## config.mk

```make
export PLATFORM = sky130hd
export DESIGN_NAME = mic_multilevel_irq_ctrl
export DESIGN_NICKNAME = d
export VERILOG_FILES = /design/src/mic_pkg.sv /design/src/mic_multilevel_irq_ctrl.sv
export VERILOG_INCLUDE_DIRS = /design/src
export SDC_FILE = /design/constraint.sdc
export NUM_CORES = 1
export LEC_CHECK = 0
export BUFFER_PORTS_ARGS = -buffer_cell sky130_fd_sc_hd__buf_2
export CAP_MARGIN = 20
export CORE_MARGIN = 8
export CORE_UTILIZATION = 60
export CTS_CLUSTER_SIZE = 30
export DETAILED_ROUTE_END_ITERATION = 10
export PLACE_DENSITY = 0.87
export RECOVER_POWER = 25
export SYNTH_ARGS = -nofsm -noshare
export SYNTH_HDL_FRONTEND = slang
export SYNTH_SLANG_ARGS = --single-unit
export TNS_END_PERCENT = 10
```

## constraint.sdc

```tcl
create_clock -name sys_clk -period 8.5 [get_ports sys_clk]
set_input_delay 0.85 -clock sys_clk [delete_from_list [all_inputs] [get_ports sys_clk]]
set_output_delay 0.85 -clock sys_clk [all_outputs]
set_load 0.02 [all_outputs]
```

## src/mic_map.svh

```systemverilog
// address map, field positions, reset values and vector constants
// assumes inclusion by the package, the controller, the checker and the bench
`ifndef MIC_MAP_SVH
`define MIC_MAP_SVH

// source count and widths
`define MIC_NSRC          16
`define MIC_IDX_W         4
`define MIC_VEC_W         16
`define MIC_ADDR_W        12

// register byte offsets
`define MIC_OFS_CTRL      12'h000
`define MIC_OFS_STATUS    12'h004
`define MIC_OFS_LEVEL     12'h008

// control field positions
`define MIC_CTRL_LO_EN    0
`define MIC_CTRL_MED_EN   1
`define MIC_CTRL_HI_EN    2
`define MIC_CTRL_RR_EN    3
`define MIC_CTRL_BOOT     4
`define MIC_CTRL_W        5

// status field positions
`define MIC_ACT_LO        0
`define MIC_ACT_MED       1
`define MIC_ACT_HI        2
`define MIC_ACT_NMI       3
`define MIC_RR_LSB        8

// reset values
`define MIC_CTRL_RST      5'h00
`define MIC_LEVEL_RST     32'h0000_0000
`define MIC_ACT_RST       4'h0

// word addresses of vectors, relative to the selected table base
`define MIC_VEC_RESET     16'h0000
`define MIC_VEC_NMI       16'h0002
`define MIC_VEC_FIRST     16'h0004
`define MIC_VEC_STRIDE    16'h0002
`define MIC_BASE_APP      16'h0000
`define MIC_BASE_BOOT     16'h8000

`endif

```

## src/mic_pkg.sv

```systemverilog
// types shared by the interrupt controller and its bench
// assumes mic_map.svh is on the include path
`include "mic_map.svh"

package mic_pkg;

    // per-source level; off doubles as the per-source enable
    typedef enum logic [1:0] {
        MIC_LVL_OFF  = 2'h0,
        MIC_LVL_LOW  = 2'h1,
        MIC_LVL_MED  = 2'h2,
        MIC_LVL_HIGH = 2'h3
    } mic_level_type;

    // boot emits the reset vector once, run arbitrates
    typedef enum logic [1:0] {
        MIC_ST_BOOT = 2'b00,
        MIC_ST_RUN  = 2'b01
    } mic_state_type;

    // redirect of the core program counter
    typedef struct packed {
        logic                    pc_load;
        logic [`MIC_VEC_W-1:0]   pc_vec;
        mic_level_type           lvl;
        logic                    nmi;
    } mic_redirect_type;

    // software control bits
    typedef struct packed {
        logic boot_sel;
        logic rr_en;
        logic hi_en;
        logic med_en;
        logic lo_en;
    } mic_ctrl_type;

endpackage

```

## src/mic_multilevel_irq_ctrl.sv

```systemverilog
// multilevel interrupt controller with apb register slave
// assumes requests and core handshakes come from logic on sys_clk

`include "mic_map.svh"

// What this block does
// - each source picks low, medium or high
// - medium request nests inside low handler
// - high request preempts medium and low handlers
// - same level: lowest vector address wins
// - optional round robin among low requests
// - non-maskable class ignores level enables
// - acknowledge loads program counter with vector
// - request only when source enabled and present
// - each source has its own vector, level
// - vector base selects application or boot area
// - vector is base plus per-source offset
// - reset vector 0x000, oscillator failure 0x002
module mic_multilevel_irq_ctrl (
    input  wire logic                          sys_clk,
    input  wire logic                          rst,
    input  wire logic                          psel,
    input  wire logic                          penable,
    input  wire logic                          pwrite,
    input  wire logic [`MIC_ADDR_W-1:0]        paddr,
    input  wire logic [31:0]                   pwdata,
    output logic      [31:0]                   prdata,
    output logic                               pready,
    output logic                               pslverr,
    input  wire logic [`MIC_NSRC-1:0]          irq_req,
    input  wire logic                          nmi_req,
    output logic                               int_pending,
    input  wire logic                          int_ack,
    input  wire logic                          int_done,
    output mic_pkg::mic_redirect_type          redirect,
    output logic      [3:0]                    active
);
    import mic_pkg::*;

    // lowest set bit of a request mask, with a found flag
    function automatic logic [`MIC_IDX_W:0] first_set(input logic [`MIC_NSRC-1:0] m);
        logic [`MIC_IDX_W:0] r;
        r = '0;
        // scanning downward leaves the lowest set bit last
        for (int k = `MIC_NSRC - 1; k >= 0; k--) begin
            if (m[k]) begin
                r = {1'b1, k[`MIC_IDX_W-1:0]};
            end
        end
        return r;
    endfunction

    // address decode shared by read and write paths
    function automatic logic [1:0] reg_sel(input logic [`MIC_ADDR_W-1:0] a);
        logic [1:0] s;
        // code three stands for an unmapped offset
        s = 2'h3;
        if (a == `MIC_OFS_CTRL) begin
            s = 2'h0;
        end else if (a == `MIC_OFS_STATUS) begin
            s = 2'h1;
        end else if (a == `MIC_OFS_LEVEL) begin
            s = 2'h2;
        end
        return s;
    endfunction

    // per-source level costs two flops each but needs no extra enable
    // state
    mic_state_type              state_q,    state_d;     // boot or run
    mic_ctrl_type               ctrl_q,     ctrl_d;      // enables and table select
    logic [2*`MIC_NSRC-1:0]     level_q,    level_d;     // two bits per source
    logic [3:0]                 act_q,      act_d;       // handler active per level
    logic [`MIC_IDX_W-1:0]      rr_q,       rr_d;        // last low source served
    mic_redirect_type           redir_q,    redir_d;     // program counter load
    logic [31:0]                rdata_q,    rdata_d;     // read data register

    // arbitration wires
    // masks from the generate loop, wr_en, wsel and rsel from the apb process, the rest from the arbitration process below
    logic [`MIC_NSRC-1:0]       mask_lo;                 // eligible low requests
    logic [`MIC_NSRC-1:0]       mask_med;                // eligible medium requests
    logic [`MIC_NSRC-1:0]       mask_hi;                 // eligible high requests
    logic [2*`MIC_NSRC-1:0]     lo_twice;                // doubled for rotation
    logic [`MIC_NSRC-1:0]       lo_rot;                  // low mask after rotation
    logic [`MIC_IDX_W:0]        f_hi, f_med, f_lo, f_rot;
    logic [`MIC_IDX_W-1:0]      rot_sh;                  // rotation amount
    logic [`MIC_IDX_W-1:0]      lo_idx;                  // chosen low source
    logic                       hi_ok, med_ok, lo_ok;    // level not held back
    logic                       nmi_ok;                  // nmi may be taken
    logic [`MIC_VEC_W-1:0]      base;                    // selected table base
    logic [`MIC_VEC_W-1:0]      sel_vec;                 // vector offered
    mic_level_type              sel_lvl;                 // level offered
    logic                       sel_nmi;                 // nmi offered
    logic [`MIC_IDX_W-1:0]      sel_idx;                 // source offered
    logic                       taken;                   // core took the offer
    logic                       wr_en;                   // apb write strobe
    logic [1:0]                 wsel, rsel;              // decoded register

    // per-source eligibility; off level means the source is disabled
    genvar gi;
    generate
        for (gi = 0; gi < `MIC_NSRC; gi++) begin : g_src
            // level picks which mask it joins
            assign mask_lo[gi]  = irq_req[gi] && (level_q[2*gi +: 2] == MIC_LVL_LOW);
            assign mask_med[gi] = irq_req[gi] && (level_q[2*gi +: 2] == MIC_LVL_MED);
            assign mask_hi[gi]  = irq_req[gi] && (level_q[2*gi +: 2] == MIC_LVL_HIGH);
        end
    endgenerate

    // arbitration between levels and within a level
    always_comb begin
        // hold back same or lower level while active
        nmi_ok = nmi_req && !act_q[`MIC_ACT_NMI];
        hi_ok  = ctrl_q.hi_en  && (act_q[`MIC_ACT_NMI:`MIC_ACT_HI] == 2'h0);
        med_ok = ctrl_q.med_en && (act_q[`MIC_ACT_NMI:`MIC_ACT_MED] == 3'h0);
        lo_ok  = ctrl_q.lo_en  && (act_q == 4'h0);

        // each level searched on its own
        // lowest index means lowest vector
        f_hi  = first_set(mask_hi);
        f_med = first_set(mask_med);
        f_lo  = first_set(mask_lo);

        // rotation keeps a busy low source from starving the rest
        // search starts just after last served
        rot_sh   = rr_q + `MIC_IDX_W'(1);
        lo_twice = {mask_lo, mask_lo} >> rot_sh;
        lo_rot   = lo_twice[`MIC_NSRC-1:0];
        f_rot    = first_set(lo_rot);
        lo_idx   = ctrl_q.rr_en ? (f_rot[`MIC_IDX_W-1:0] + rot_sh) : f_lo[`MIC_IDX_W-1:0];

        // the boot area moves the table, never the order
        // table base follows the select bit
        base = ctrl_q.boot_sel ? `MIC_BASE_BOOT : `MIC_BASE_APP;

        // defaults: nothing offered
        sel_nmi     = 1'b0;
        sel_lvl     = MIC_LVL_OFF;
        sel_idx     = '0;
        int_pending = 1'b0;
        if (state_q != MIC_ST_RUN) begin
            // nothing offered until the reset vector is out
            int_pending = 1'b0;
        end else if (nmi_ok) begin
            sel_nmi     = 1'b1;
            sel_lvl     = MIC_LVL_HIGH;
            int_pending = 1'b1;
        end else if (hi_ok && f_hi[`MIC_IDX_W]) begin
            sel_lvl     = MIC_LVL_HIGH;
            sel_idx     = f_hi[`MIC_IDX_W-1:0];
            int_pending = 1'b1;
        end else if (med_ok && f_med[`MIC_IDX_W]) begin
            sel_lvl     = MIC_LVL_MED;
            sel_idx     = f_med[`MIC_IDX_W-1:0];
            int_pending = 1'b1;
        end else if (lo_ok && f_lo[`MIC_IDX_W]) begin
            // low only while no handler at all is active
            sel_lvl     = MIC_LVL_LOW;
            sel_idx     = lo_idx;
            int_pending = 1'b1;
        end

        // base plus per-source offset, in words
        // every source owns a distinct slot
        // nmi uses the fixed failure vector
        if (sel_nmi) begin
            sel_vec = base + `MIC_VEC_NMI;
        end else begin
            // two words per slot leave room for a jump
            sel_vec = base + `MIC_VEC_FIRST
                    + `MIC_VEC_W'(`MIC_VEC_STRIDE * {12'h000, sel_idx});
        end
        // an acknowledge without an offer is ignored
        taken = int_pending && int_ack;
    end

    // handler bookkeeping and program counter load
    always_comb begin
        // hold by default; pc_load is a one-cycle pulse
        state_d = state_q;
        act_d   = act_q;
        rr_d    = rr_q;
        redir_d = redir_q;
        redir_d.pc_load = 1'b0;
        // completion retires the innermost handler first
        if (int_done) begin
            if (act_q[`MIC_ACT_NMI]) begin
                // nmi handler is always innermost
                act_d[`MIC_ACT_NMI] = 1'b0;
            end else if (act_q[`MIC_ACT_HI]) begin
                // high nests inside medium and low
                act_d[`MIC_ACT_HI] = 1'b0;
            end else if (act_q[`MIC_ACT_MED]) begin
                // medium nests inside low
                act_d[`MIC_ACT_MED] = 1'b0;
            end else begin
                // only low left, or nothing at all
                act_d[`MIC_ACT_LO] = 1'b0;
            end
        end
        unique case (state_q)
            MIC_ST_BOOT: begin
                // first load is the reset vector
                redir_d.pc_load = 1'b1;
                redir_d.pc_vec  = base + `MIC_VEC_RESET;
                redir_d.lvl     = MIC_LVL_OFF;
                redir_d.nmi     = 1'b0;
                state_d         = MIC_ST_RUN;
            end
            MIC_ST_RUN: begin
                if (taken) begin
                    redir_d.pc_load = 1'b1;
                    redir_d.pc_vec  = sel_vec;
                    redir_d.lvl     = sel_lvl;
                    redir_d.nmi     = sel_nmi;
                    // set after clear, so a new handler is never lost
                    if (sel_nmi) begin
                        act_d[`MIC_ACT_NMI] = 1'b1;
                    end else begin
                        // level code minus one picks its active bit
                        act_d[32'(sel_lvl) - 1] = 1'b1;
                    end
                    if (!sel_nmi && sel_lvl == MIC_LVL_LOW) begin
                        rr_d = sel_idx;
                    end
                end
            end
            default: begin
                // an illegal code restarts from the reset vector
                state_d = MIC_ST_BOOT;
            end
        endcase
    end

    // apb slave; zero wait states, unmapped accesses or writes to status flag an error
    always_comb begin
        // decode once, shared by both paths
        wsel    = reg_sel(paddr);
        rsel    = wsel;
        // never stalls, so no wait state is ever inserted
        pready  = 1'b1;
        // status is read-only, so a write there is refused
        pslverr = psel && penable && ((wsel == 2'h3) || (pwrite && wsel == 2'h1));
        wr_en   = psel && penable && pwrite && !pslverr;
        // registers hold unless written
        ctrl_d  = ctrl_q;
        level_d = level_q;
        rdata_d = rdata_q;
        if (wr_en && wsel == 2'h0) begin
            // only the control bits are kept
            ctrl_d = pwdata[`MIC_CTRL_W-1:0];
        end
        if (wr_en && wsel == 2'h2) begin
            level_d = pwdata;
        end
        // read data captured in setup so it sits in a flop during access
        if (psel && !penable) begin
            // unmapped offsets read as zero
            unique case (rsel)
                2'h0: rdata_d = {27'h000_0000, ctrl_q};
                2'h1: rdata_d = {20'h0_0000, rr_q, 4'h0, act_q};
                2'h2: rdata_d = level_q;
                default: rdata_d = 32'h0000_0000;
            endcase
        end
    end

    // registers; reset vector goes out right after reset release
    always_ff @(posedge sys_clk or posedge rst) begin
        if (rst) begin
            // constants only, so release is clean
            state_q <= MIC_ST_BOOT;
            ctrl_q  <= `MIC_CTRL_RST;
            level_q <= `MIC_LEVEL_RST;
            act_q   <= `MIC_ACT_RST;
            rr_q    <= '0;
            redir_q <= '0;
            rdata_q <= 32'h0000_0000;
        end else begin
            // every register advances on each edge
            state_q <= state_d;
            ctrl_q  <= ctrl_d;
            level_q <= level_d;
            act_q   <= act_d;
            rr_q    <= rr_d;
            redir_q <= redir_d;
            rdata_q <= rdata_d;
        end
    end

    // pready and pslverr stay combinational handshakes
    // outputs straight from flops
    assign redirect = redir_q;
    assign active   = act_q;
    assign prdata   = rdata_q;

endmodule

```

==> results_dict.tcl, run 1 <==
set metrics [dict create \
    nNetsFinal 819 \
    rrSetupSlack_ns 2.46 \
    crit-reg2reg-capture "redirect[7]" \
    holdWs_ns 0.483 \
    crit_arrival_ns 6.34 \
    syn_avg_cell_area_um2 9.50 \
    startpoint_type "flop" \
    htree_num_levels 3 \
    cts_root_buf "clkbuf_8" \
    worstPathMaxFanout 27 \
    crit_family "adder cells" \
    hold_viol_final 0 \
    post_cts_resized 0 \
    dieArea_mm2 0.0136 \
    cp-endpoint "redirect[7]" \
    grt_pass1_wl_um 29000 \
    rsz0062_at_grt "no" \
    async_flop_share_pct 100 \
    core_mm2 0.00982 \
    dr.pass1.iters 5 \
    path_class "flop to flop" \
    final_cells 883 \
    cts_made_buffers 9 \
    cts_setup_buffers 0 \
    fillers 791 \
    clk_pin_slew_worst_paths_ns 0.10 \
    place_inst 865 \
    synth.distinct_cells 70 \
    gp_congestion 0.938 \
    postCtsHoldBufs 0 \
    vias_per_cell 6.44 \
    regToRegStartpoint "rr_q[0]" \
    numPortBuffers 115 \
    hold_class "flop to flop" \
    power.leakage_nw 3.38 \
    wl_per_cell_um 20.7 \
    drt-total-wl_um 18200 \
    clkLatencyLatePin_ns 0.38 \
    cap_violations 1 \
    setup-tns-final_ns 0 \
    skew_ns 0.0142 \
    powerDensity_mw_per_mm2 118 \
    grt_max_degree 89 \
    cts.sinks 88 \
    syn-instance-count 641 \
    outcome "complete, but fails checks" \
    drtAntennaViolNets 0 \
    cp-startpoint "rr_q[0]" \
    route.detailed.drc 0 \
    ios 127 \
    cp-end-kind "flop" \
    ys_seq_elements 88 \
    crit_slowest_cell "dfrtp_1" \
    seq_area_mm2 0.00220 \
    synth_edf_count 0 \
    synthToLayoutAreaGrowth_pct 14.4 \
    std_cell_rows 36 \
    post-route-period-util_pct 71.1 \
    total_power_uw 822 \
    drive_above_1_share_pct 28.4 \
    fin_util_pct 70.9 \
    fmax_ghz 0.166 \
    violations "capacitance limit, slew limit" \
    antenna_cells 0 \
    path_depth 20 \
    grt_pass1_vias 5604 \
    clockBufferDepth 2 \
    track_usage_pct 27.5 \
    drtIter0Drc 490 \
    multi_input_area_mm2 0.00367 \
    finalMaxSlewViolations 65 \
    required_ns 8.80 \
    path_common_cell "ha_1" \
    start_util_pct 62.0 \
    yosys_warnings 0 \
    path_cells "ha_1 -> inv_1 -> mux4_2 -> and2_1 -> o21bai_1 -> nand2b_1 -> a21o_1 -> a2111oi_0 -> nor4_1 -> nor3_1 -> ha_1 -> inv_1 -> fa_1 -> xnor2_1 -> a22o_1 -> a32oi_1 -> a211oi_1 -> ha_1 -> xnor2_1 -> o31ai_2" \
    tightest_slew_ns 3.36 \
    cts_tree "built" \
    ys_seq_area_share_pct 36.2 \
    slowest_delay_ns 0.92 \
    die_h_um 117 \
    die_w_um 117 \
    fin_crit_ns 6.04 \
    antenna_found_initial 0 \
    overflow 0 \
    peakVddDrop_mv 0.133 \
    worst-r2r-cell-count 20 \
    critPathBufInv 2 \
    vias 5688 \
    setup_viol 0 \
    syn_area_mm2 0.00609 \
    dp_hpwl_um 14100 \
    slew_headroom_pct -124 \
    synthFlopType "dfrtp_1" \
]
final cells by class:
cell class	instances	area share, %
Tap cell	133	2.39
Clock inverter	7	1.47
Inverter	15	0.863
Clock buffer	9	1.78
Multi-Input combinational cell	509	52.8
Timing Repair Buffer	122	9.09
Sequential cell	88	31.6
synthesized netlist by cell type, drive strengths merged (2+ instances only):
library cell / count / share of area [%]
nand2: 93 / 5.7
dfrtp: 88 / 36
o21ai: 52 / 4.3
mux2: 48 / 8.9
nand3: 38 / 3.1
and3b: 30 / 4.3
clkbuf: 23 / 1.4
nor2: 22 / 1.4
mux4: 20 / 7.4
nand3b: 20 / 2.5
a21oi: 16 / 1.3
buf: 16 / 1.7
inv: 15 / 0.97
a22oi: 12 / 1.5
nand4: 11 / 1.1
nor2b: 10 / 1.0
and2: 8 / 0.82
and3: 8 / 0.82
nor3: 8 / 0.66
a31oi: 7 / 0.97
mux2i: 7 / 1.2
nand2b: 7 / 0.72
a211oi: 6 / 0.74
nor4: 6 / 0.62
ha: 5 / 1.0
o31ai: 5 / 0.70
xnor2: 5 / 1.0
a21boi: 3 / 0.37
a21o: 3 / 0.37
a22o: 3 / 0.43
a311oi: 3 / 0.43
o21a: 3 / 0.37
o41ai: 3 / 0.43
a2111oi: 2 / 0.39
a31o: 2 / 0.29
a41o: 2 / 0.33
conb: 2 / 0.12
nor4b: 2 / 0.29
o211a: 2 / 0.33
o211ai: 2 / 0.25
o21bai: 2 / 0.25
or3: 2 / 0.21
state kept, by name, indices dropped and copies added, names as in the netlist:
name	cells
level_q	32
prdata	32
redirect	10
ctrl_q	5
active	4
rr_q	4
state_q	1
per-stage QoR:
stage          area (µm²)  setup WS (ns)
3_5_place_dp         6720           2.56
6_report             6960           2.46
4_1_cts              6940           2.51
3_3_place_gp         6720           2.69
2_1_floorplan        6120           3.46
5_1_grt              6960           1.99
how the worst min path moves through the flow:
| stage | depth (start not counted) | endpoint | startpoint | slack, ns |
|---|---|---|---|---|
| CTS | 2 | prdata[4] | prdata[4] | 0.48 |
| global route | 2 | prdata[4] | prdata[4] | 0.50 |
| finish | 2 | prdata[22] | prdata[22] | 0.48 |
| floorplan | 1 | redirect[18] | ctrl_q[4] | 0.48 |
| detailed placement | 2 | prdata[4] | prdata[4] | 0.46 |
| global placement | 2 | prdata[20] | prdata[20] | 0.46 |
cells in the final DEF, fill, tap and decap left out, drive strengths merged, types with 7 or more instances in the layout:
cell,synthesis,routed
nand2b,7,7
dfrtp,88,88
and2,8,8
a31oi,7,7
nand3b,20,20
nor2,22,22
nor3,8,8
a22oi,12,12
nand3,38,38
nor2b,10,10
conb,2,12
and3,8,8
o21ai,52,52
nand4,11,11
mux2i,7,7
clkbuf,23,11
a21oi,16,16
inv,15,16
nand2,93,93
buf,16,120
mux4,20,20
mux2,48,48
and3b,30,30
metal layers:
| metal | vias to the layer above | GRT usage (%) | part of all wire, % |
|---|---|---|---|
| met4 | 0 | 11.4 | 3.6 |
| met5 | - | 0 | 0 |
| met2 | 281 | 44.1 | 48 |
| met1 | 2767 | 35.0 | 40 |
| met3 | 57 | 6.51 | 8.1 |
| li1 | 2583 | - | - |
worst min-delay path, stage by stage, from the launching register on:
cell     delay [ns]
dfrtp_1        0.35
nand2_1        0.04
o21ai_0        0.06
kinds of logic after synthesis:
kind of cell / Yosys count / share of synthesized area, %
compound gates: 140 / 15.5
xor+xnor: 6 / 1.17
fa+ha+maj: 6 / 1.36
buf+inv: 54 / 4.13
flops: 88 / 36.2
mux: 75 / 17.4
other cells: 2 / 0.123
simple gates: 270 / 24.1
where the power goes:
group	switching (mW)	internal, mW	total, mW
Sequential	0.00301	0.421	0.424
Clock	0.170	0.169	0.339
Combinational	0.0395	0.0199	0.0594
Note: power is estimated with default switching activity, not from simulation.
==> run 2: changes to the inputs <==
CORE_UTILIZATION = 51   (was 60)
PLACE_DENSITY = 0.79   (was 0.87)
clock period = 5.1 ns   (was 8.5 ns; I/O delays follow)
==> run 2 against run 1 <==
Effect of this change:
- the flow still finishes with violations (capacitance limit, slew limit)
- combinational power up 63%
- core utilization down 9.6 points
- sequential power up 67%
- global-route usage down 4.4 points
- cell count up 3.6%
- routed wire length up 2.2%
- first-iteration DRC count down 14%
- flip-flop and latch count unchanged
- clock-buffer cell count up 2
- clock skew down 0.0073 ns
- critical path type unchanged
- largest cell class unchanged
==> results_dict.tcl, run 2 (synthesis results as in run 1) <==
set metrics [dict create \
    outcome "complete, but fails checks" \
    violations "capacitance limit, slew limit" \
    required_ns 5.34 \
    clk_pin_slew_worst_paths_ns 0.06 \
    die_h_um 125 \
    dp_hpwl_um 14400 \
    die_w_um 125 \
    drive_above_1_share_pct 31.4 \
    synthToLayoutAreaGrowth_pct 19.0 \
    tightest_slew_ns 2.60 \
    cts_tree "built" \
    startpoint_type "flop" \
    dieArea_mm2 0.0157 \
    skew_ns 0.00685 \
    antenna_cells 0 \
    drt-total-wl_um 18600 \
    numPortBuffers 115 \
    layout_commonest_cell "buf_2" \
    fin_crit_ns 4.89 \
    grt_pass1_wl_um 29300 \
    cts.sinks 88 \
    gp_congestion 0.900 \
    setup_viol 0 \
    vias_per_cell 6.18 \
    power.leakage_nw 3.50 \
    wl_per_cell_um 20.4 \
    crit_arrival_ns 5.13 \
    path_class "flop to flop" \
    vias 5656 \
    antenna_found_initial 0 \
    grt_pass1_vias 5672 \
    path_cells "ha_4 -> xnor2_4 -> mux4_2 -> mux4_2 -> a31oi_4 -> and3_4 -> o32ai_1 -> nand2_1 -> nand2_1 -> a311oi_2 -> ha_1 -> a21o_1 -> a21oi_2 -> xnor2_1 -> nor2b_1 -> a2111oi_4 -> a31oi_4 -> buf_4 -> a41o_1" \
    htree_num_levels 3 \
    grt_max_degree 65 \
    std_cell_rows 40 \
    dr.pass1.iters 7 \
    rsz0062_at_grt "no" \
    crit_slowest_cell "mux4_2" \
    post-route-period-util_pct 96.0 \
    hold_class "primary input to asynchronous set/reset pin" \
    start_util_pct 51.5 \
    cap_violations 1 \
    slew_headroom_pct -73.6 \
    cp-end-kind "flop" \
    placed_cell_area_mm2 0.00681 \
    crit_family "compound AO/OA/AOI/OAI gates" \
    fmax_ghz 0.204 \
    slowest_delay_ns 0.57 \
    fin_util_pct 61.3 \
    worstPathMaxFanout 6 \
    clockBufferDepth 2 \
    powerDensity_mw_per_mm2 199 \
    drtAntennaViolNets 0 \
    cts_root_buf "clkbuf_16" \
    finalMaxSlewViolations 50 \
    drtIter0Drc 420 \
    cts_made_buffers 9 \
    design_area_mm2 0.00724 \
    route.detailed.drc 0 \
    hold_viol_final 0 \
    final_cell_mix "buf_2, nand2_1, dfrtp_1" \
    peakVddDrop_mv 0.173 \
    critPathBufInv 1 \
    track_usage_pct 23.1 \
    clkLatencyLatePin_ns 0.35 \
    overflow 0 \
    core_mm2 0.0118 \
    nNetsFinal 837 \
    ios 127 \
]
==> run 2: changes by cell type in the layout (fill, tap and decap cells not counted), sizes merged <==
| cell | change |
|---|---|
| buf | +19 |
| clkinv | -1 |
| clkbuf | +1 |
| bufinv | -2 |
| clkinvlp | +1 |
==> run 2: where the power goes <==
group	switching [mW]	internal [mW]
Clock	0.290	0.347
Combinational	0.0648	0.0321
Sequential	0.00496	0.702
Total	0.359	1.08
==> run 2: stage by stage <==
stage                     setup TNS, ns  setup WS, ns  hold slack, ns  power [mW]  cells
after floorplan                       0        0.0628           0.482       0.776    651
after global placement                0         0.129           0.459       0.814    889
after detailed placement         -0.175        -0.124           0.469       0.816    889
after CTS                             0        0.0239           0.384        1.44    909
after global routing                  0        0.0177           0.114        1.48    915
final                                 0         0.205          0.0948        1.44    915
==> run 2: area by class of cell <==
type / instances / area [µm²]
clock buffers: 11 / 243
clock inverters: 5 / 38.8
fillers: 978 / 4570
inverters: 15 / 62.6
multi-input cells: 509 / 3750
flip-flops and latches: 88 / 2200
well taps: 147 / 184
repair buffers: 140 / 759
==> run 2: repair_timing <==
item / CTS / global route
gates resized for setup: 2 / 13
gates cloned: 0 / 0
endpoints found under the setup margin: 2 / 6
pin swaps: 1 / 4
hold buffers: 0 / 0
buffers inserted: 4 / 5
==> run 2: worst reg2reg max path, stage by stage, from the launching register on <==
cell and delay [ns]:
dfrtp_2 0.45, ha_4 0.19, xnor2_4 0.30, mux4_2 0.58
mux4_2 0.53, a31oi_4 0.21, and3_4 0.22, o32ai_1 0.08
nand2_1 0.08, nand2_1 0.09, a311oi_2 0.29, ha_1 0.28
a21o_1 0.19, a21oi_2 0.14, xnor2_1 0.12, nor2b_1 0.18
a2111oi_4 0.35, a31oi_4 0.14, buf_4 0.16, a41o_1 0.20
==> run 2: worst paths after layout <==
kind | startpoint | to | slack, ns | depth (start not counted)
setup reg to reg | rr_q[1] | redirect[8] | 0.21 | 19
hold reg to reg | prdata[15] | prdata[15] | 0.48 | 2
setup / recovery | rr_q[1] | redirect[8] | 0.21 | 19
max in group asynchronous | rst | rr_q[1] | 2.07 | 3
min in group sys_clk | paddr[2] | prdata[4] | 0.39 | 2
hold / removal | rst | prdata[22] | 0.09 | 2
==> run 2: metal layers <==
| layer | vias to the layer above | GRT usage, % | routed length, µm |
|---|---|---|---|
| met5 | - | 0 | 0 |
| met4 | 0 | 9.81 | 486 |
| met3 | 34 | 4.97 | 1230 |
| met2 | 232 | 39.2 | 9180 |
| met1 | 2769 | 27.9 | 7750 |
| li1 | 2621 | - | - |
==> run 3: changes to the inputs <==
ABC_AREA = 1   (was default)
CORE_UTILIZATION = 50   (was 51)
PLACE_DENSITY = 0.78   (was 0.79)
SETUP_SLACK_MARGIN = 0.3   (was default)
TNS_END_PERCENT = 50   (was 10)
==> run 3 against run 2 <==
Effect of this change:
- the flow now finishes without violations
- cell area shrank 7.2%
- critical path depth up 11
- hold slack better by 0.28 ns
- clock power increased by 9.7%
- worst setup slack better by 0.50 ns
- critical endpoint is now redirect[6]
==> results_dict.tcl, run 3 <==
set metrics [dict create \
    syn_avg_cell_area_um2 6.91 \
    hold_viol_final 0 \
    numPortBuffers 115 \
    fillers 1098 \
    syn-instance-count 844 \
    yosys-top-cells-area "dfrtp_1, nand2_1, nand3_1" \
    placed_cell_area_mm2 0.00643 \
    p_comb_share_pct 8.3 \
    power.leakage_nw 3.62 \
    p_seq_share_pct 46.3 \
    outcome "finished, final reports clean" \
    dr.pass1.iters 5 \
    synthFlopType "dfrtp_1" \
    design_area_mm2 0.00672 \
    yosys_warnings 0 \
    clockBufferDepth 2 \
    cts_tree "built" \
    synth.distinct_cells 40 \
    std_cell_rows 39 \
    nNetsFinal 1022 \
    startpoint_type "flop" \
    peakVddDrop_mv 0.227 \
    path_class "flop to flop" \
    post-route-period-util_pct 86.2 \
    drive_above_1_share_pct 15.3 \
    post_cts_resized 0 \
    powerDensity_mw_per_mm2 229 \
    dp_hpwl_um 13800 \
    drt-total-wl_um 17700 \
    tightest_slew_ns 1.37 \
    skew_ns 0.0133 \
    grt_pass1_vias 5710 \
    synth_common_cells "nand2_1, nand3_1, dfrtp_1" \
    cp-startpoint "rr_q[0]" \
    fin_util_pct 58.8 \
    rsz0062_at_grt "no" \
    syn_area_mm2 0.00583 \
    synth_top_area_share_pct 37.8 \
    slowest_delay_ns 0.37 \
    hold_class "primary input to flop" \
    core_mm2 0.0114 \
    synth_most_common_cell "nand2_1" \
    route.detailed.drc 0 \
    track_usage_pct 23.7 \
    overflow 0 \
    fmax_ghz 0.228 \
    setup-tns-final_ns 0 \
    clk_pin_slew_worst_paths_ns 0.07 \
    synth_top_area_cell "dfrtp_1" \
    gp_congestion 0.960 \
    clkPwrFrac_pct 45.4 \
    crit_arrival_ns 4.63 \
    crit_slowest_cell "fa_1" \
    ys_seq_area_share_pct 37.8 \
    htree_num_levels 3 \
    async_flop_share_pct 100 \
    layout_commonest_cell "nand2_1" \
    vias 6115 \
    die_h_um 124 \
    wl_per_cell_um 16.2 \
    clkLatencyLatePin_ns 0.35 \
    vias_per_cell 5.58 \
    drtIter0Drc 544 \
    ios 127 \
    synth_edf_count 0 \
    cp-end-kind "flop" \
    required_ns 5.33 \
    postCtsHoldBufs 0 \
    swShare_pct 26.1 \
    power.switching_uw 402 \
    cts.sinks 88 \
    cts_setup_buffers 0 \
    p_int_mw 1.14 \
    finalMaxSlewViolations 0 \
    grt_max_degree 65 \
    synthToLayoutAreaGrowth_pct 15.2 \
    dieArea_mm2 0.0154 \
    grt_pass1_wl_um 28400 \
    die_w_um 124 \
    path_common_cell "nand2_1" \
    hp-start "int_done" \
    cts_made_buffers 9 \
    antenna_cells 0 \
    regToRegStartpoint "rr_q[0]" \
    cap_violations 0 \
    fin_crit_ns 4.39 \
    ys_seq_elements 88 \
    setup_viol 0 \
    antenna_found_initial 0 \
    worstPathMaxFanout 24 \
    cts_root_buf "clkbuf_16" \
    start_util_pct 51.1 \
    final_cell_mix "nand2_1, nand3_1, buf_2" \
    slew_headroom_pct 8.37 \
    drtAntennaViolNets 0 \
]
## run 3: cell count changes after synthesis, sizes merged, moves of 12 or more
cell and delta:
a21oi +24, a22oi -12, and3b -30, clkbuf -12
inv +68, mux2 -48, mux4 -20, nand2 +166
nand3 +85, nand3b -19, nor2 +63, o31ai +24
## run 3: per-stage QoR
| stage | setup slack, ns | power (mW) | instances | hold WS (ns) |
|---|---|---|---|---|
| floorplan | 1.19 | 0.804 | 854 | 0.453 |
| global placement | 0.646 | 0.855 | 1080 | 0.454 |
| detailed placement | 0.536 | 0.856 | 1080 | 0.454 |
| CTS | 0.535 | 1.55 | 1096 | 0.185 |
| global route | 0.315 | 1.59 | 1096 | 0.374 |
| finish | 0.705 | 1.54 | 1096 | 0.375 |
## run 3: layout make-up
type	instances	area, µm²	share of cell area, %
well taps	143	179	2.66
clock inverters	7	87.6	1.30
flip-flops and latches	88	2200	32.8
repair buffers	121	588	8.75
inverters	83	319	4.75
multi-input cells	645	3120	46.4
clock buffers	9	225	3.35
## run 3: worst max-delay path: cells and delay by family (launching register included)
kind                       cells  cell delay [ns]
adders and majority gates      3             0.79
and+or+nand+nor               17             1.27
buffers and inverters          4             0.89
DFF                            1             0.35
xor gates and xnor gates       1             0.13
AOI/OAI and AO/OA              5             0.85
## run 3: cell families (layout without fill, tap and decap cells)
group                    after synthesis  in the layout  synth area share (%)
other                                  2             12                 0.129
XOR/XNOR                               3              3                 0.708
AND/OR/NAND/NOR                      486            486                  36.0
adder cells (fa/ha/maj)                6              6                  1.42
buffers and inverters                121            220                  9.46
flip-flops                            88             88                  37.8
AO/OA/AOI/OAI                        138            138                  14.5
## run 3: worst paths after layout
check | endpoint | slack (ns) | cells after the start
setup / recovery | redirect[6] | 0.71 | 30
setup reg to reg | redirect[6] | 0.71 | 30
max in group asynchronous | rr_q[0] | 3.34 | 3
hold / removal | active[3] | 0.38 | 2
hold reg to reg | redirect[0] | 0.47 | 2
min in group asynchronous | prdata[28] | 0.44 | 2
## run 3: power by group through the flow
stage | clock (mW) | sequential [mW] | combinational (mW)
3_5_place_dp | 0 | 0.726 | 0.130
2_1_floorplan | 0 | 0.737 | 0.0674
6_report | 0.699 | 0.713 | 0.128
3_3_place_gp | 0 | 0.726 | 0.129
4_1_cts | 0.702 | 0.712 | 0.131
5_1_grt | 0.736 | 0.714 | 0.143
## run 3: layer usage
layer | global-route usage (%) | up-vias | wire (µm)
li1 | - | 2992 | -
met5 | 0 | - | 0
met4 | 9.74 | 0 | 512
met2 | 36.9 | 269 | 8020
met1 | 31.3 | 2816 | 7800
met3 | 5.44 | 38 | 1400
